===== src/include/gppi_pkg.sv =====
// =====================================================================
// Shared constants of the twelve-pin port with pin interrupts
package gppi_pkg;

    // =================================================================
    // Port geometry
    localparam int unsigned NUM_PINS      = 12;
    localparam logic [11:0] PINS_ALL      = 12'hfff;
    localparam logic [11:0] REG_RESET     = 12'h000;

    // =================================================================
    // Decode bases of the two port instances
    localparam logic [31:0] PORT0_BASE    = 32'h5000_0000;
    localparam logic [31:0] PORT1_BASE    = 32'h5001_0000;
    localparam int unsigned BASE_LSB      = 16;

    // =================================================================
    // Register offsets inside one port
    localparam logic [15:0] OFS_DATA_ALL  = 16'h3ffc;
    localparam logic [15:0] OFS_DIR       = 16'h8000;
    localparam logic [15:0] OFS_SENSE     = 16'h8004;
    localparam logic [15:0] OFS_DUAL      = 16'h8008;
    localparam logic [15:0] OFS_POL       = 16'h800c;
    localparam logic [15:0] OFS_MASK      = 16'h8010;
    localparam logic [15:0] OFS_RAW       = 16'h8014;
    localparam logic [15:0] OFS_MIS       = 16'h8018;
    localparam logic [15:0] OFS_CLR       = 16'h801c;

    // =================================================================
    // Field positions of the masked data window
    localparam int unsigned WIN_HI        = 15;
    localparam int unsigned WIN_LO        = 14;
    localparam logic [1:0]  WIN_DATA      = 2'h0;
    localparam int unsigned DMASK_HI      = 13;
    localparam int unsigned DMASK_LO      = 2;

    // =================================================================
    // Access size codes on the register port
    localparam logic [1:0]  SIZE_BYTE     = 2'h0;
    localparam logic [1:0]  SIZE_HALF     = 2'h1;
    localparam logic [1:0]  SIZE_WORD     = 2'h2;

endpackage : gppi_pkg


===== src/gppi_irq_detect.sv =====
`timescale 1ns/10ps
// =====================================================================
// Per-pin edge or level interrupt detection
module gppi_irq_detect #(
    parameter int unsigned W = gppi_pkg::NUM_PINS
) (
    input  wire logic         i_core_clk,
    input  wire logic         i_rst_b,
    input  wire logic         i_clk_en,
    input  wire logic [W-1:0] i_level,
    input  wire logic [W-1:0] i_prev,
    input  wire logic [W-1:0] i_sense,
    input  wire logic [W-1:0] i_dual,
    input  wire logic [W-1:0] i_pol,
    input  wire logic [W-1:0] i_clear,
    output logic      [W-1:0] o_raw
);

    typedef struct packed {
        logic [W-1:0] raw;
    } gppi_irq_s;

    gppi_irq_s    st_q;
    gppi_irq_s    st_d;
    logic [W-1:0] hit;
    logic [W-1:0] act;

    // Edge choice and level choice for every pin
    for (genvar g = 0; g < W; g++) begin : g_pin
        logic rise;
        logic fall;
        assign rise   = i_level[g] & ~i_prev[g];
        assign fall   = ~i_level[g] & i_prev[g];
        assign hit[g] = i_dual[g] ? (rise | fall)
                      : (i_pol[g] ? rise : fall);
        assign act[g] = i_pol[g] ? i_level[g] : ~i_level[g];
    end

    // Edge status sticks until cleared, a new edge beats the clear
    always_comb begin
        st_d     = st_q;
        st_d.raw = (i_sense & act)
                 | (~i_sense & (hit | (st_q.raw & ~i_clear)));
    end

    always_ff @(posedge i_core_clk) begin
        if (!i_rst_b) begin
            st_q <= '0;
        end else if (i_clk_en) begin
            st_q <= st_d;
        end
    end

    assign o_raw = st_q.raw;

    edge_sticky_a: assert property (@(posedge i_core_clk)
        disable iff (!i_rst_b)
        $past(i_clk_en) |-> (($past(st_q.raw) & ~$past(i_sense)
            & ~$past(i_clear) & ~st_q.raw) == '0))
        else $error("edge status dropped without a clear");

    level_follow_a: assert property (@(posedge i_core_clk)
        disable iff (!i_rst_b)
        $past(i_clk_en) |-> ((st_q.raw ^ $past(act))
            & $past(i_sense)) == '0)
        else $error("level status does not follow active level");

endmodule : gppi_irq_detect


===== src/gppi_pin_sync.sv =====
`timescale 1ns/10ps
// =====================================================================
// Three-stage pin synchroniser with agreement filter
module gppi_pin_sync #(
    parameter int unsigned W = gppi_pkg::NUM_PINS
) (
    input  wire logic         i_core_clk,
    input  wire logic         i_rst_b,
    input  wire logic         i_clk_en,
    input  wire logic [W-1:0] i_async,
    output logic      [W-1:0] o_level,
    output logic      [W-1:0] o_prev
);

    typedef struct packed {
        logic [W-1:0] s1;
        logic [W-1:0] s2;
        logic [W-1:0] s3;
        logic [W-1:0] lvl;
        logic [W-1:0] prev;
    } gppi_sync_s;

    gppi_sync_s st_q;
    gppi_sync_s st_d;

    // Level only moves once stages two and three agree
    always_comb begin
        st_d      = st_q;
        st_d.s1   = i_async;
        st_d.s2   = st_q.s1;
        st_d.s3   = st_q.s2;
        st_d.lvl  = (st_q.s2 & st_q.s3) | (st_q.lvl & (st_q.s2 ^ st_q.s3));
        st_d.prev = st_q.lvl;
    end

    // Constant reset; clock enable freezes every stage
    always_ff @(posedge i_core_clk) begin
        if (!i_rst_b) begin
            st_q <= '0;
        end else if (i_clk_en) begin
            st_q <= st_d;
        end
    end

    assign o_level = st_q.lvl;
    assign o_prev  = st_q.prev;

    filter_agree_a: assert property (@(posedge i_core_clk)
        disable iff (!i_rst_b)
        $past(i_clk_en) |-> ((st_q.lvl ^ $past(st_q.lvl))
            & ~($past(st_q.s2) ~^ $past(st_q.s3))) == '0)
        else $error("level moved while stages disagreed");

endmodule : gppi_pin_sync


===== src/gppi_port.sv =====
`timescale 1ns/10ps
// =====================================================================
// Overview of operation
// - Direction bit zero input, one output.
// - Direction register resets to all inputs.
// - Data read returns live pin levels on non-output pins.
// - Output pins drive the data latch.
// - Input pins ignore data writes, read pin.
// - Alternate function pins ignore writes, read pin.
// - Output pins read back the latch.
// - Latch tracks pin until switched to output.
// - Address bits 13 to 2 mask data.
// - Word or half-word at word addresses.
// - Absent pin bits behave as reserved.
// - Decode port base, reserved ranges answer zero.
// - Each pin raises edge or level interrupt.
// - Edges select rising, falling or both.
// - Levels select high or low active.
// - Sense, dual, polarity, mask registers read-write.
// - Raw and masked status read-only, reset zero.
// - Clear register is write-only.
// - Sense zero edge, sense one level.
// - Dual edge bit overrides polarity choice.
// - Polarity zero falling/low, one rising/high.
// - Mask one passes pin to combined line.
module gppi_port #(
    parameter logic [31:0] BASE_ADDR   = gppi_pkg::PORT0_BASE,
    parameter logic [11:0] PIN_PRESENT = gppi_pkg::PINS_ALL
) (
    input  wire logic        i_core_clk,
    input  wire logic        i_rst_b,
    input  wire logic        i_clk_en,
    input  wire logic [31:0] i_bus_addr,
    input  wire logic        i_bus_rd,
    input  wire logic        i_bus_wr,
    input  wire logic [1:0]  i_bus_size,
    input  wire logic [31:0] i_bus_wdata,
    output logic      [31:0] o_bus_rdata,
    output logic             o_bus_ack,
    output logic             o_bus_err,
    input  wire logic [11:0] i_pin_in,
    input  wire logic [11:0] i_alt_func,
    output logic      [11:0] o_pin_out,
    output logic      [11:0] o_pin_oe,
    output logic             o_port_irq
);

    // =================================================================
    // State
    typedef struct packed {
        logic [11:0] dir;
        logic [11:0] sense;
        logic [11:0] dual;
        logic [11:0] pol;
        logic [11:0] mask;
        logic [11:0] latch;
        logic [11:0] oe;
        logic        irq;
        logic        ack;
        logic        err;
        logic [31:0] rdata;
    } gppi_port_s;

    gppi_port_s  st_q;
    gppi_port_s  st_d;

    logic [11:0] pin_lvl;
    logic [11:0] pin_prev;
    logic [11:0] raw;
    logic [11:0] clr;
    logic [15:0] ofs;
    logic        hit;
    logic        req;
    logic        size_ok;
    logic        win;
    logic        wr_ok;
    logic        rd_ok;
    logic        wr_dat;
    logic [11:0] dmask;
    logic [11:0] wmask;
    logic [11:0] is_out;
    logic [11:0] pin_view;
    logic [11:0] wdat;

    // =================================================================
    // Pin synchroniser and interrupt detection
    gppi_pin_sync #(
        .W (gppi_pkg::NUM_PINS)
    ) u_sync (
        .i_core_clk (i_core_clk),
        .i_rst_b    (i_rst_b),
        .i_clk_en   (i_clk_en),
        .i_async    (i_pin_in),
        .o_level    (pin_lvl),
        .o_prev     (pin_prev)
    );

    gppi_irq_detect #(
        .W (gppi_pkg::NUM_PINS)
    ) u_irq (
        .i_core_clk (i_core_clk),
        .i_rst_b    (i_rst_b),
        .i_clk_en   (i_clk_en),
        .i_level    (pin_lvl),
        .i_prev     (pin_prev),
        .i_sense    (st_q.sense),
        .i_dual     (st_q.dual),
        .i_pol      (st_q.pol),
        .i_clear    (clr),
        .o_raw      (raw)
    );

    // =================================================================
    // Address decode
    // Only the upper half-word selects the port; low half is the offset
    assign ofs     = i_bus_addr[15:0];
    assign hit     = i_bus_addr[31:gppi_pkg::BASE_LSB]
                     == BASE_ADDR[31:gppi_pkg::BASE_LSB];
    assign req     = hit & (i_bus_rd | i_bus_wr);
    // Byte lanes are not supported, nor unaligned words
    assign size_ok = (i_bus_size == gppi_pkg::SIZE_HALF
                      || i_bus_size == gppi_pkg::SIZE_WORD)
                     && i_bus_addr[1:0] == 2'h0;
    assign wr_ok   = req & size_ok & i_bus_wr;
    assign rd_ok   = req & size_ok & ~i_bus_wr;
    assign win     = ofs[gppi_pkg::WIN_HI:gppi_pkg::WIN_LO]
                     == gppi_pkg::WIN_DATA;
    assign dmask   = win ? ofs[gppi_pkg::DMASK_HI:gppi_pkg::DMASK_LO]
                         : 12'h000;
    assign wmask   = dmask & PIN_PRESENT;
    assign wr_dat  = wr_ok & win;
    assign wdat    = i_bus_wdata[11:0] & PIN_PRESENT;

    // Clear pulse reaches the detector in the write cycle itself
    assign clr     = (wr_ok && ofs == gppi_pkg::OFS_CLR) ? wdat
                                                        : 12'h000;

    // =================================================================
    // Pin view: output pins show the latch, all others the live pin
    assign is_out   = st_q.dir & ~i_alt_func & PIN_PRESENT;
    assign pin_view = (st_q.latch & is_out)
                    | (pin_lvl & ~is_out);

    // =================================================================
    // Next state: registers, latch, pin drive, read data
    always_comb begin
        st_d       = st_q;
        st_d.ack   = 1'b0;
        st_d.err   = 1'b0;
        st_d.rdata = 32'h0000_0000;

        // Latch mirrors the pin so a later switch keeps its level
        st_d.latch = pin_view;

        if (wr_ok) begin
            if (win) begin
                st_d.latch = (pin_view & ~wmask) | (wdat & wmask);
            end else begin
                unique case (ofs)
                    gppi_pkg::OFS_DIR:   st_d.dir   = wdat;
                    gppi_pkg::OFS_SENSE: st_d.sense = wdat;
                    gppi_pkg::OFS_DUAL:  st_d.dual  = wdat;
                    gppi_pkg::OFS_POL:   st_d.pol   = wdat;
                    gppi_pkg::OFS_MASK:  st_d.mask  = wdat;
                    default: begin
                        // Status, clear and reserved keep all state
                        st_d.dir = st_q.dir;
                    end
                endcase
            end
        end

        if (rd_ok) begin
            if (win) begin
                st_d.rdata[11:0] = pin_view & dmask & PIN_PRESENT;
            end else begin
                unique case (ofs)
                    gppi_pkg::OFS_DIR:   st_d.rdata[11:0] = st_q.dir;
                    gppi_pkg::OFS_SENSE: st_d.rdata[11:0] = st_q.sense;
                    gppi_pkg::OFS_DUAL:  st_d.rdata[11:0] = st_q.dual;
                    gppi_pkg::OFS_POL:   st_d.rdata[11:0] = st_q.pol;
                    gppi_pkg::OFS_MASK:  st_d.rdata[11:0] = st_q.mask;
                    gppi_pkg::OFS_RAW: begin
                        st_d.rdata[11:0] = raw & PIN_PRESENT;
                    end
                    gppi_pkg::OFS_MIS: begin
                        st_d.rdata[11:0] = raw & st_q.mask;
                    end
                    default: begin
                        // Clear and reserved offsets read as zero
                        st_d.rdata = 32'h0000_0000;
                    end
                endcase
            end
        end

        // Every decoded request taken with the enable high is answered; bad sizes flag an error
        st_d.ack = req;
        st_d.err = req & ~size_ok;

        // Pad drive follows the new direction, mux choice from outside
        st_d.oe  = st_d.dir & ~i_alt_func & PIN_PRESENT;
        st_d.irq = |(raw & st_q.mask);
    end

    // =================================================================
    // State register; all pins inputs after reset
    always_ff @(posedge i_core_clk) begin
        if (!i_rst_b) begin
            st_q       <= '0;
            st_q.dir   <= gppi_pkg::REG_RESET;
            st_q.sense <= gppi_pkg::REG_RESET;
            st_q.dual  <= gppi_pkg::REG_RESET;
            st_q.pol   <= gppi_pkg::REG_RESET;
            st_q.mask  <= gppi_pkg::REG_RESET;
        end else if (i_clk_en) begin
            st_q <= st_d;
        end
    end

    // =================================================================
    // Outputs straight from the state register
    assign o_bus_rdata = st_q.rdata;
    assign o_bus_ack   = st_q.ack;
    assign o_bus_err   = st_q.err;
    assign o_pin_out   = st_q.latch;
    assign o_pin_oe    = st_q.oe;
    assign o_port_irq  = st_q.irq;

    // =================================================================
    // Checks
    dir_reset_zero_a: assert property (@(posedge i_core_clk)
        disable iff (!i_rst_b)
        !$past(i_rst_b) |-> (st_q.dir == 12'h000 && o_pin_oe == 12'h000))
        else $error("pins not inputs after reset");

    oe_from_dir_a: assert property (@(posedge i_core_clk)
        disable iff (!i_rst_b)
        ($past(i_clk_en) && !$past(wr_ok)) |->
            o_pin_oe == ($past(st_q.dir) & ~$past(i_alt_func)
                         & PIN_PRESENT))
        else $error("pad enable differs from direction");

    latch_mirror_a: assert property (@(posedge i_core_clk)
        disable iff (!i_rst_b)
        ($past(i_clk_en) && !$past(wr_dat)) |->
            ((o_pin_out ^ $past(pin_lvl)) & ~$past(is_out)) == 12'h000)
        else $error("latch did not track non-output pin");

    out_hold_a: assert property (@(posedge i_core_clk)
        disable iff (!i_rst_b)
        ($past(i_clk_en) && !$past(wr_dat)) |->
            ((o_pin_out ^ $past(o_pin_out)) & $past(is_out)) == 12'h000)
        else $error("output latch changed without a write");

    masked_read_a: assert property (@(posedge i_core_clk)
        disable iff (!i_rst_b)
        ($past(i_clk_en) && $past(rd_ok) && $past(win)) |->
            (o_bus_rdata & ~{20'h0_0000, $past(dmask) & PIN_PRESENT})
            == 32'h0000_0000)
        else $error("masked-off data bit read nonzero");

    bad_size_err_a: assert property (@(posedge i_core_clk)
        disable iff (!i_rst_b)
        (i_clk_en && req && i_bus_size == gppi_pkg::SIZE_BYTE)
            |=> (o_bus_ack && o_bus_err))
        else $error("byte access not flagged");

    irq_combine_a: assert property (@(posedge i_core_clk)
        disable iff (!i_rst_b)
        $past(i_clk_en) |-> o_port_irq == |($past(raw) & $past(st_q.mask)))
        else $error("combined line is not OR of masked status");

    mask_blocks_a: assert property (@(posedge i_core_clk)
        disable iff (!i_rst_b)
        (st_q.mask == 12'h000)[*2] |-> !o_port_irq)
        else $error("masked port raised interrupt");

    clear_reads_zero_a: assert property (@(posedge i_core_clk)
        disable iff (!i_rst_b)
        (i_clk_en && rd_ok && ofs == gppi_pkg::OFS_CLR)
            |=> o_bus_rdata == 32'h0000_0000)
        else $error("clear register read nonzero");

    // =================================================================
    // Bus answer checks
    // Every decoded request with the enable high answered one edge later
    req_acked_a: assert property (@(posedge i_core_clk)
        disable iff (!i_rst_b)
        (i_clk_en && req) |=> o_bus_ack)
        else $error("decoded request not answered");

    // Foreign addresses leave the bus quiet
    foreign_quiet_a: assert property (@(posedge i_core_clk)
        disable iff (!i_rst_b)
        (i_clk_en && !hit) |=> !o_bus_ack)
        else $error("foreign address answered");

    // Error only ever rides on an answer
    err_with_ack_a: assert property (@(posedge i_core_clk)
        disable iff (!i_rst_b)
        o_bus_err |-> o_bus_ack)
        else $error("error flagged without answer");

    // Absent pins and upper bits never show in read data
    rdata_width_a: assert property (@(posedge i_core_clk)
        disable iff (!i_rst_b)
        (o_bus_rdata & ~{20'h0_0000, PIN_PRESENT}) == 32'h0000_0000)
        else $error("read data outside present pins");

    // Direction write lands whole on the next edge
    dir_write_a: assert property (@(posedge i_core_clk)
        disable iff (!i_rst_b)
        (i_clk_en && wr_ok && ofs == gppi_pkg::OFS_DIR)
            |=> st_q.dir == $past(wdat))
        else $error("direction write lost");

    // Clear pulse only from the clear offset
    clear_source_a: assert property (@(posedge i_core_clk)
        disable iff (!i_rst_b)
        (clr != 12'h000) |-> (wr_ok && ofs == gppi_pkg::OFS_CLR))
        else $error("clear pulse from another offset");

    // =================================================================
    // Pin drive checks
    // Mux owns alternate-function pins, never the port
    alt_no_drive_a: assert property (@(posedge i_core_clk)
        disable iff (!i_rst_b)
        $past(i_clk_en) |-> (o_pin_oe & $past(i_alt_func)) == 12'h000)
        else $error("port drives an alternate-function pin");

    // Window write reaches every enabled bit
    window_write_a: assert property (@(posedge i_core_clk)
        disable iff (!i_rst_b)
        (i_clk_en && wr_dat)
            |=> ((o_pin_out ^ $past(wdat)) & $past(wmask)) == 12'h000)
        else $error("window write missed an enabled bit");

    // Output pins read back the latch, not the pad
    out_read_a: assert property (@(posedge i_core_clk)
        disable iff (!i_rst_b)
        ($past(i_clk_en) && $past(rd_ok) && $past(win)) |->
            ((o_bus_rdata[11:0] ^ $past(st_q.latch))
             & $past(is_out & dmask)) == 12'h000)
        else $error("output pin read did not return the latch");

endmodule : gppi_port

===== config.mk =====
export PLATFORM = sky130hd
export DESIGN_NAME = gppi_port
export DESIGN_NICKNAME = d
export VERILOG_FILES = /design/src/include/gppi_pkg.sv /design/src/gppi_irq_detect.sv /design/src/gppi_pin_sync.sv /design/src/gppi_port.sv
export SDC_FILE = /design/constraint.sdc
export NUM_CORES = 1
export LEC_CHECK = 0
export ABC_AREA = 1
export CAP_MARGIN = 0
export CORE_MARGIN = 5
export CORE_UTILIZATION = 30
export DETAILED_ROUTE_END_ITERATION = 12
export DONT_BUFFER_PORTS = 1
export PLACE_DENSITY = 0.42
export SLEW_MARGIN = 40
export SYNTH_ARGS = -nofsm -noshare
export SYNTH_HDL_FRONTEND = slang
export SYNTH_SLANG_ARGS = --single-unit

===== constraint.sdc =====
create_clock -name i_core_clk -period 2.13 [get_ports i_core_clk]
set_input_delay 0.426 -clock i_core_clk [delete_from_list [all_inputs] [get_ports i_core_clk]]
set_output_delay 0.426 -clock i_core_clk [all_outputs]
set_load 0.05 [all_outputs]

Word-level counts from Yosys, hierarchy flattened
Index checks and enable logic that the tools add are counted.
W data, S select, Z words.
{"block": "op_classes", "n_eq_ne": 11, "n_mux": 49, "bitwise_logic": 93, "reduce_logical": 10}
{"op": "$and A12 B12 Y12", "n": 13}
{"op": "$eq A16 B16 Y1 const B", "n": 8}
{"op": "$mux W12", "n": 10}
{"op": "$pmux W12 S7", "n": 1}
{"op": "$mux W72", "n": 1}
{"op": "$mux W60", "n": 1}
{"op": "$not A12 Y12", "n": 5}
{"op": "$or A12 B12 Y12", "n": 5}
{"op": "$mux W1", "n": 36}
{"op": "$and A1 B1 Y1", "n": 29}
{"op": "$not A1 Y1", "n": 27}
{"op": "$eq A16 B15 Y1 const B", "n": 1}
{"op": "$reduce_and A4 Y1", "n": 4}
{"op": "$or A1 B1 Y1", "n": 13}
{"op": "$reduce_or A12 Y1", "n": 1}
{"op": "$xor A12 B12 Y12", "n": 1}
{"op": "$logic_not A2 Y1", "n": 2}
{"op": "$eq A2 B1 Y1 const B", "n": 1}
{"op": "$eq A2 B2 Y1 const B", "n": 1}
{"op": "$logic_and A1 B1 Y1", "n": 2}
{"op": "$logic_or A1 B1 Y1", "n": 1}
{"block": "totals", "reg_bits": 191, "inputBits": 95, "output_inout_bits": 59}

Depth between registers and ports, before layout
Gate-level depths: netlist of run 1.
{"block": "logic_depth", "ltp_word": 12, "mapped_depth": 12}

Modules after synthesis
From an unflattened synthesis of run 1, not the netlist that was laid out.
{"block": "unflattened", "cells_unflattened": 1768, "hier_area_um2": 10955.5}
{"module": "gppi_port", "n_inst": 1, "cells_per_inst": 1118, "area_per_inst_um2": 6682.7, "seq_area_each_um2": 1981.9}
{"module": "gppi_pin_sync", "n_inst": 1, "cells_per_inst": 321, "area_per_inst_um2": 2572.5, "seq_area_each_um2": 1201.2}
{"module": "gppi_irq_detect", "n_inst": 1, "cells_per_inst": 329, "area_per_inst_um2": 1700.4, "seq_area_each_um2": 240.2}

Least setup slack after synthesis of run 1
Ideal clock, no wire load.
{"block": "synth_timing", "path_kind": "input -> register", "start": "in i_bus_wr", "end": "reg st_q[102] (netlist bit)", "t_arrival_ps": 1745, "setup_slack_ps": 272, "stages": 11, "path_buffers": 2, "cell_sequence": "buf_4 -> nor2_1 -> nor2_2 -> nand3_2 -> nor2_4 -> nand2_2 -> nor3_4 -> nand2_4 -> buf_2 -> nor2_1 -> nor2_1"}
{"block": "synth_via", "elab_chain_len": 5}
{"item": "from (decl)", "line_no": "gppi_port.sv:35", "rtl": "input wire logic i_bus_wr,"}
{"item": "$or A1 B1 Y1", "line_no": "gppi_port.sv:119", "rtl": "assign req = hit & (i_bus_rd | i_bus_wr);"}
{"item": "$and A1 B1 Y1", "line_no": "gppi_port.sv:119"}
{"item": "$and A1 B1 Y1", "line_no": "gppi_port.sv:124", "rtl": "assign wr_ok = req & size_ok & i_bus_wr;"}
{"item": "$and A1 B1 Y1 *", "line_no": "gppi_port.sv:124"}
{"item": "$reduce_and A4 Y1 (no line) *"}
{"item": "to (signal assigned)", "line_no": "gppi_port.sv:217", "rtl": "st_q <= st_d;"}
{"item": "to (decl)", "line_no": "gppi_port.sv:64", "rtl": "gppi_port_s st_q;"}
Every way passes the cells marked *; elsewhere a longest branch is shown, timed or not.
A chain may end at the register's enable or synchronous reset.

Final worst setup path of run 1
{"block": "layout_timing", "start": "in i_bus_addr[11]", "end": "reg st_q (netlist bit o_bus_rdata[4])"}
{"block": "layout_via", "elab_chain_len": 4, "word_cells_on_any_way": 10, "classes_between": "7 x eq/ne; 3 x mux"}
{"item": "from (decl)", "line_no": "gppi_port.sv:33", "rtl": "input wire logic [31:0] i_bus_addr,"}
{"item": "$eq A16 B16 Y1", "line_no": "gppi_port.sv:177", "rtl": "unique case (ofs)"}
{"item": "$pmux W12 S7 *", "line_no": "gppi_port.sv:177"}
{"item": "$mux W12 *", "line_no": "gppi_port.sv:174", "rtl": "if (win) begin"}
{"item": "$mux W12 *", "line_no": "gppi_port.sv:173", "rtl": "if (rd_ok) begin"}
Marks and branches as above.

==> results.md, run 1 <==
* Vias per cell at 4.61
* Clock share of power at 0.462
* Clock skew at 12.6 ps
* Global-route wire length before repair at around 51000 um
* Htree depth at 4
* Share of cells above drive strength 1 at 0.0614
* CP cell instances: nor2_1, nand3_1, nor2_4, nand2_1, buf_4, o21ai_0, nor2_1, nand3_1, nand2_1, a21oi_1
* Cell Area, Synth at between 0.01 and 0.015 mm2
* Fmax at around 0.57 GHz
* Wire per inst at 16.5 um
* Initial DRT Pass Iterations at 7
* CTS tree: yes
* Total grt overflow at 0
* Switching power at 1.85 mW
* Hold Path Origin: i_clk_en
* Die ar. at between 0.03 and 0.04 mm2
* R2R setup slack at 630 ps
* Post-route ant nets at 0
* Reg power frac at 0.473
* Clk_lat worst skew at roughly 440 ps
* Worst Hold Depth at 1
* Power Density at 641 mW/mm2
* # clock sinks at about 170
* Sw frac at 0.264
* CP startpoint kind: input port
* Period utilisation layout at 0.829
* RSZ-0062 raised after global routing: no
* Largest net degree at the start of global routing at approximately 130
* N_diodes at 0
* Clk root buf: clkbuf_16
* # DRC at 0
* Synthesis-to-layout area growth at 9.07%
* Routed vias at 9360
* Setup crit start: i_bus_addr[11]
* WHS Endpoint: u_sync.o_prev[9]
* Die Width at 193 um
* Initial Util at 0.301
* Initial antenna violation count at 0
* FF+latch count, synth at 171
* CP required at 2510 ps
* Hold Slack at between 80 and 90 ps
* CTS resizes at 0
* Vias in the first global route at ~8800
* Row count at 67
* Setup bufs post-CTS at 0
* HP Class: in -> reg
* WS Path Type: in -> reg
* Post-route cell area at 0.0109 mm2
* Most common cell after layout, fill and taps aside: nand2_1
* Fin. Hold Viols at 0
* Core Box Area at around 0.033 mm2
* Yosys warnings at 0
* CTS Buf Count at 17
* WL met2 at around 15000 um
* CP max FO at 9
* GRT Overall Usage at 0.179
* Slew HR at 0.535
* Reg-to-Reg End: u_irq.o_raw[5]
* Fin cells at 2029
* Post-Syn Instances at 1611
* Metal-1 WL at 15700 um
* R2R depth at 7
* Placer Congestion at about 0.82
* Total Routed Length at 33500 um
* Slowest stage cell, crit path: o21ai_0
* Die H at about 190 um
* Cts hold-fix bufs at 0
* Crit end category: flop
* CP arrival at 2140 ps
* Tightest Pin Transition at 696 ps
* Logic pwr share at 0.064
* Highest metal used: met4
* CTS Buffer Depth at 2
* Synth cell types at 28
* DP Area at 0.0103 mm2
* Endpoints failing setup at 0
* CTS clk-pin slew, worst paths at 80 ps
* Placed Cells incl. Taps at 1997
* Status: completed
* Most frequent cells in the layout: 433 x nand2_1, 255 x nor2_1, 184 x inv_1
* Lkg Pwr at 5.01 nW
* Total internal power at 5.16 mW
* Syn avg cell area at roughly 6.2 um2
* Max_cap viols at 0
* Pins Over Slew Limit at 0
* Seq/Total Area, Yosys at 0.341
* Period minus WS final at about 1800 ps
* Starting DRT DRC Count at 618
* Final Net Count at roughly 1700
* WL met3 at 1840 um
* IO Count at approximately 150
* Max IR drop VDD at roughly 0.00054 V
* Number of port buffers at 0
* Max incr delay on CP at between 300 and 400 ps
* HPWL after DPL at 23700 um
* Reg2Reg Launch Point: u_sync.o_level[5]
[per-layer routing]
layer / up-vias / global-route usage
met5: - / 0
met4: 0 / 0.0414
met3: 26 / 0.0412
met2: 176 / 0.297
met1: 4243 / 0.237
li1: 4915 / -
[power by group through the flow]
stage	clock, mW	combinational [mW]	sequential [mW]
2_1_floorplan	0	0.431	3.38
3_3_place_gp	0	0.451	3.39
3_5_place_dp	0	0.453	3.39
4_1_cts	3.34	0.458	3.32
5_1_grt	3.48	0.518	3.33
6_report	3.24	0.452	3.32
[cells in the mapped netlist]
master / number / share of area
nand3b_1: 1 / 0.00075
a31oi_1: 7 / 0.0044
nand2_1: 433 / 0.16
nand4_1: 37 / 0.023
nor2_1: 256 / 0.096
nand3_1: 101 / 0.050
dfxtp_1: 171 / 0.34
conb_1: 1 / 0.00037
clkinv_1: 1 / 0.00037
o21ai_0: 121 / 0.060
nand3_2: 1 / 0.0010
buf_1: 7 / 0.0026
buf_4: 57 / 0.043
nor2_4: 3 / 0.0034
buf_2: 11 / 0.0055
buf_6: 4 / 0.0045
clkbuf_1: 51 / 0.019
ha_1: 36 / 0.045
nor3_2: 1 / 0.0010
nor2_2: 1 / 0.00062
inv_1: 186 / 0.070
nand2_4: 4 / 0.0045
nor4_1: 4 / 0.0025
nor3_4: 1 / 0.0016
nand2_2: 2 / 0.0012
inv_2: 1 / 0.00037
nor3_1: 2 / 0.0010
a21oi_1: 110 / 0.055
[critical path, delay by kind of cell]
kind	cells	cell delay, ps
AND/OR/NAND/NOR	7	1100
AO/OA/AOI/OAI	2	420
buffers and inverters	1	200
[cell families after synthesis]
| kind of cell | count (synthesis) | synth area share |
|---|---|---|
| adder cells (fa/ha/maj) | 36 | 0.0449 |
| AND/OR/NAND/NOR | 847 | 0.349 |
| AO/OA/AOI/OAI | 238 | 0.120 |
| other | 1 | 0.000374 |
| flip-flops | 171 | 0.341 |
| buffers and inverters | 318 | 0.145 |
[worst max path at each step]
| stage | endpoint | slack, ps | cells after the start |
|---|---|---|---|
| 2_1_floorplan | st_q[102] | 270 | 11 |
| 3_3_place_gp | o_bus_rdata[4] | -90 | 10 |
| 3_5_place_dp | o_bus_rdata[4] | -100 | 10 |
| 4_1_cts | o_bus_rdata[4] | 360 | 10 |
| 5_1_grt | o_bus_rdata[4] | 140 | 10 |
| 6_report | o_bus_rdata[4] | 370 | 10 |
[sequential cells by signal, summed over array words and instances, names as in the netlist, 12 cells and up]
register        count
u_sync.st_q        12
o_pin_oe           12
o_bus_rdata        12
u_sync.o_prev      12
st_q               60
u_irq.o_raw        12
u_sync.o_level     12
u_sync.st_d        24
o_pin_out          12
[layout make-up]
cell class | count | area [um2]
inverter | 188 | 708
clock inverter | 13 | 156
fill | 3730 | 22300
clock buffer | 19 | 433
sequential | 171 | 3420
tap | 448 | 561
multi-input combinational | 1141 | 5240
timing repair buffer | 49 | 418
[per-stage QoR]
| stage | setup TNS [ps] | setup WS, ps | power [mW] | utilization |
|---|---|---|---|---|
| after floorplan | 0 | 272 | 3.81 | - |
| after global placement | -120 | -86.5 | 3.84 | 0.311 |
| after detailed placement | -145 | -103 | 3.85 | 0.311 |
| after CTS | 0 | 359 | 7.12 | 0.329 |
| after global routing | 0 | 137 | 7.32 | 0.329 |
| final | 0 | 365 | 7.02 | 0.329 |
(Power assumes the default switching activity.)
==> run 2: changes to the inputs <==
==> constraint.sdc (replaced) <==
create_clock -name i_core_clk -period 1.7 [get_ports i_core_clk]
set_input_delay 0.34 -clock i_core_clk [delete_from_list [all_inputs] [get_ports i_core_clk]]
set_output_delay 0.34 -clock i_core_clk [all_outputs]
set_load 0.05 [all_outputs]
==> run 2 against run 1 <==
Compared with the run above:
- total power rose by 28%
- sequential cell count unchanged
- sequential share of layout area down 0.95 points
- non-clock buffer count increased by 37
- global-route usage grew 0.88 points
- wire length rose by 4.6%
- register-to-register slack worse by 430 ps
- critical path depth is the same
- combinational power is 39% higher
- critical endpoint is now o_bus_rdata[10]
- largest power group unchanged
- highest routed layer unchanged
==> results.md, run 2 (synthesized netlist as in run 1, its figures left out) <==
* CTS tree: yes
* Number of port buffers at 0
* Pins Over Slew Limit at 0
* Most common cell after layout, fill and taps aside: nand2_1
* Vias in the first global route at 9133
* Slew HR at 0.461
* Largest net degree at the start of global routing at 121
* Die ar. at 0.0372 mm2
* Final Net Count at 1736
* Reg2Reg Launch Point: u_sync.o_level[4]
* Fin cells at 2066
* Power Total at 8.95 mW
* Wire per inst at 17.0 um
* Clk_lat worst skew at about 450 ps
* Power Density at 793 mW/mm2
* Initial DRT Pass Iterations at 5
* Clock skew at 13.3 ps
* Starting DRT DRC Count at between 600 and 700
* Period utilisation layout at 0.911
* Die H at between 150 and 200 um
* Endpoints failing setup at 0
* IO Count at 154
* Vias per cell at 4.67
* Htree depth at 4
* Placed Cells incl. Taps at a little over 2000
* Synthesis-to-layout area growth at 12.5%
* Initial Util at 0.301
* Setup TNS Final at 0 ps
* Max IR drop VDD at 0.000690 V
* Tightest Pin Transition at 807 ps
* Setup crit start: i_bus_addr[11]
* HPWL after DPL at 24200 um
* CP arrival at ~1900 ps
* WS Path Type: in -> reg
* N_diodes at 0
* Max_cap viols at 0
* CTS Buf Count at 17
* # DRC at 0
* Most frequent cells in the layout: 433 x nand2_1, 254 x nor2_1, 184 x inv_1
* Status: completed
* HP Class: in -> reg
* Max reg flops at 60
* GRT Overall Usage at 0.188
* Hold Path Origin: i_rst_b
* Core Box Area at 0.0333 mm2
* Fin. Hold Viols at 0
* Global-route wire length before repair at 53000 um
* Lkg Pwr at 5.20 nW
* # clock sinks at 171
* Setup ws final at 152 ps
* Clk root buf: clkbuf_16
* CP required at 2080 ps
* End-of-flow core utilization at 0.339
* Initial antenna violation count at 0
* Total Routed Length at 35000 um
* CTS clk-pin slew, worst paths at 80 ps
* Period minus WS final at 1550 ps
* Die Width at 193 um
* Placer Congestion at around 0.87
* Share of cells above drive strength 1 at 0.0791
* CP startpoint kind: input port
* Post-route ant nets at 0
* CTS Buffer Depth at 2
* RSZ-0062 raised after global routing: no
* Setup Slack @ Placement at -272 ps
* Fmax at about 0.65 GHz
* CP max FO at 24
* Total grt overflow at 0
* Most flops, register: st_q
* Row count at 67
* Crit end category: flop
* Routed vias at 9655
[run 2: changes by cell type in the layout (fill, tap and decap cells not counted), sizes merged]
cell         before  now
clkbuf           19   18
dlygate4sd3       0    8
clkinvlp          0    1
buf              49   78
clkinv            6    5
inv             193  194
[run 2: layout make-up]
| cell class | instances | area [um2] |
|---|---|---|
| clock inverters | 14 | 178 |
| clock buffers | 18 | 429 |
| repair buffers | 86 | 751 |
| fillers | 3776 | 22000 |
| flip-flops and latches | 171 | 3420 |
| well taps | 448 | 561 |
| inverters | 188 | 708 |
| multi-input cells | 1141 | 5240 |
[run 2: final timing paths]
| check | endpoint | slack, ps | depth (start not counted) |
|---|---|---|---|
| hold / removal | o_port_irq | 20 | 2 |
| setup / recovery | o_bus_rdata[10] | 150 | 10 |
| hold reg to reg | u_sync.st_d[33] | 480 | 2 |
| setup reg to reg | u_irq.o_raw[4] | 200 | 7 |
[run 2: critical path: stages]
cell and delay, ps:
nor2_1 210, nand3_1 210, nor2_4 230, buf_4 320, nand2_1 140, o21ai_0 180, nor2_1 70, nand3_1 80
nand2_1 50, a21oi_1 100
[run 2: what timing repair did]
item / CTS / global route
resized for setup: 0 / 1
hold buffers: 3 / 6
buffers inserted: 0 / 0
hold endpoints to repair: 27 / 9
setup endpoints to repair: 0 / 1
[run 2: metrics by stage]
stage / instance area (um2) / hold slack (ps)
final: 11300 / 20.7
after global routing: 11300 / 0.405
after floorplan: 10100 / 446
after CTS: 11200 / 0.0641
after global placement: 10600 / 445
after detailed placement: 10600 / 445
[run 2: report_power, final]
part	internal (mW)	total [mW]	switching (mW)
logic	0.194	0.629	0.435
registers	4.09	4.16	0.0713
clock network	2.23	4.16	1.92
total	6.52	8.95	2.43
[run 2: routing by layer]
metal	vias up	track usage	share of wire
met3	41	0.0432	0.058
li1	4988	-	-
met2	212	0.310	0.46
met5	-	0	0
met1	4414	0.246	0.46
met4	0	0.0546	0.021
==> run 3: changes to the inputs <==
--- a/config.mk
+++ b/config.mk
@@ -8,10 +8,10 @@
 export ABC_AREA = 1
 export CAP_MARGIN = 0
 export CORE_MARGIN = 5
-export CORE_UTILIZATION = 30
+export CORE_UTILIZATION = 65
 export DETAILED_ROUTE_END_ITERATION = 12
 export DONT_BUFFER_PORTS = 1
-export PLACE_DENSITY = 0.42
+export PLACE_DENSITY = 0.79
 export SLEW_MARGIN = 40
 export SYNTH_ARGS = -nofsm -noshare
 export SYNTH_HDL_FRONTEND = slang
==> run 3 against run 2 <==
Compared with the run above:
- cell count shrank 13%
- combinational power shrank 7.8%
- cell area shrank 4.0%
- first-iteration DRC count grew 57%
- wire length shrank 19%
- hold slack lost 5.6 ps
- clock-buffer cell count grew 1
- core utilization grew 38 points
- sequential share of layout area grew 1.3 points
- die area shrank 52%
- sequential power is essentially flat
- global-route usage grew 12 points
- critical endpoint is now o_bus_rdata[8]
==> results.md, run 3 (synthesized netlist as in run 1, its figures left out) <==
* Status: completed
* Power Density at between 800 and 900 mW/mm2
* Share of cells above drive strength 1 at 0.0749
* Period utilisation layout at 0.891
* CTS clk-pin slew, worst paths at 70 ps
* Placer Congestion at 0.996
* Tightest Pin Transition at 663 ps
* CTS tree: yes
* Total internal power at 6.70 mW
* Logic pwr share at 0.065
* Post-route cell area at roughly 0.011 mm2
* Clock share of power at 0.469
* Max IR drop VDD at approximately 0.00074 V
* CP max FO at 2
* Clk root buf: clkbuf_16
* Most frequent cells in the layout: 433 x nand2_1, 254 x nor2_1, 184 x inv_1
* Most common cell after layout, fill and taps aside: nand2_1
* Slew HR at 0.557
* Number of port buffers at 0
* N_diodes at 0
* Fin. Hold Viols at 0
* Starting DRT DRC Count at 962
* # clock sinks at 171
* CP startpoint kind: flop
* Reg power frac at 0.466
* Pins Over Slew Limit at 0
* Synthesis-to-layout area growth at 7.98%
* CP arrival at between 1000 and 1500 ps
* Vias in the first global route at 9093
* WS Path Type: reg -> out
* Clk_lat worst skew at 430 ps
* Most flops, register: st_q
* CTS Buffer Depth at 2
* # DRC at 0
* Die Width at 134 um
* Htree depth at 4
* HPWL after DPL at 19600 um
* Clock skew at 7.66 ps
* Routed vias at 9943
* Die ar. at between 0.015 and 0.02 mm2
* Sw frac at 0.249
* Total Routed Length at 28400 um
* Final Net Count at 1721
* Hold Slack at roughly 15 ps
* CP required at 1360 ps
* Post-route ant nets at 0
* Wire per inst at 15.8 um
* Setup TNS Final at 0 ps
* Setup bufs post-CTS at 0
* Core Box Area at 0.0151 mm2
* Row count at 45
* Period minus WS final at 1510 ps
* Initial DRT Pass Iterations at 6
* Max reg flops at 60
* IO Count at 154
* Switching power at 2.23 mW
* Global-route wire length before repair at 45300 um
* Largest net degree at the start of global routing at 124
* HP Class: in -> reg
* Lkg Pwr at 5.13 nW
* GRT Overall Usage at 0.313
* Endpoints failing setup at 0
* Max_cap viols at 0
* Initial antenna violation count at 0
* Total grt overflow at 0
* Crit end category: output pin
* Vias per cell at 5.55
* Die H at 134 um
* DP Area at 0.0102 mm2
* Initial Util at 0.662
* Fmax at about 0.66 GHz
* CTS Buf Count at 17
* RSZ-0062 raised after global routing: no
run 3: per-stage QoR:
stage | setup slack (ps) | std cells | utilization | power, mW
6_report | 186 | 1791 | 0.715 | 8.93
5_1_grt | 51.4 | 1791 | 0.715 | 9.22
4_1_cts | 191 | 1791 | 0.715 | 8.95
3_5_place_dp | -143 | 1758 | 0.673 | 4.81
3_3_place_gp | -108 | 1758 | 0.673 | 4.80
2_1_floorplan | -10.5 | 1630 | - | 4.77
run 3: power groups by stage:
stage | combinational, mW | sequential (mW) | clock (mW)
final | 0.580 | 4.16 | 4.19
after global routing | 0.658 | 4.17 | 4.39
after detailed placement | 0.562 | 4.25 | 0
after CTS | 0.575 | 4.16 | 4.22
after floorplan | 0.541 | 4.23 | 0
after global placement | 0.548 | 4.25 | 0
run 3: path summary, 6_finish.rpt:
path                                         from          endpoint  slack (ps)  cells after the start
worst max-delay path               o_bus_rdata[8]    o_bus_rdata[8]         190                      0
worst min-delay path                     i_clk_en  u_sync.o_prev[5]          20                      1
worst max register to register  u_sync.o_level[4]    u_irq.o_raw[4]         190                      7
worst min register to register    u_sync.st_d[38]   u_sync.st_d[26]         480                      2
run 3: final cells by class:
| cell class | instances | area (um2) |
|---|---|---|
| repair buffers | 71 | 598 |
| fillers | 1350 | 4320 |
| multi-input cells | 1141 | 5240 |
| flip-flops and latches | 171 | 3420 |
| clock buffers | 19 | 453 |
| inverters | 188 | 707 |
| well taps | 188 | 235 |
| clock inverters | 13 | 178 |
run 3: repair_timing:
action	4_1_cts	5_1_grt
resized for setup	0	0
endpoints found under the hold margin	9	0
hold buffers	1	0
run 3: layer usage:
layer  track usage  part of all wire  vias up
met5             0                 0        -
met4         0.148             0.046        0
met3        0.0803             0.090       86
met2         0.510              0.46      395
met1         0.388              0.40     4510
li1              -                 -     4952
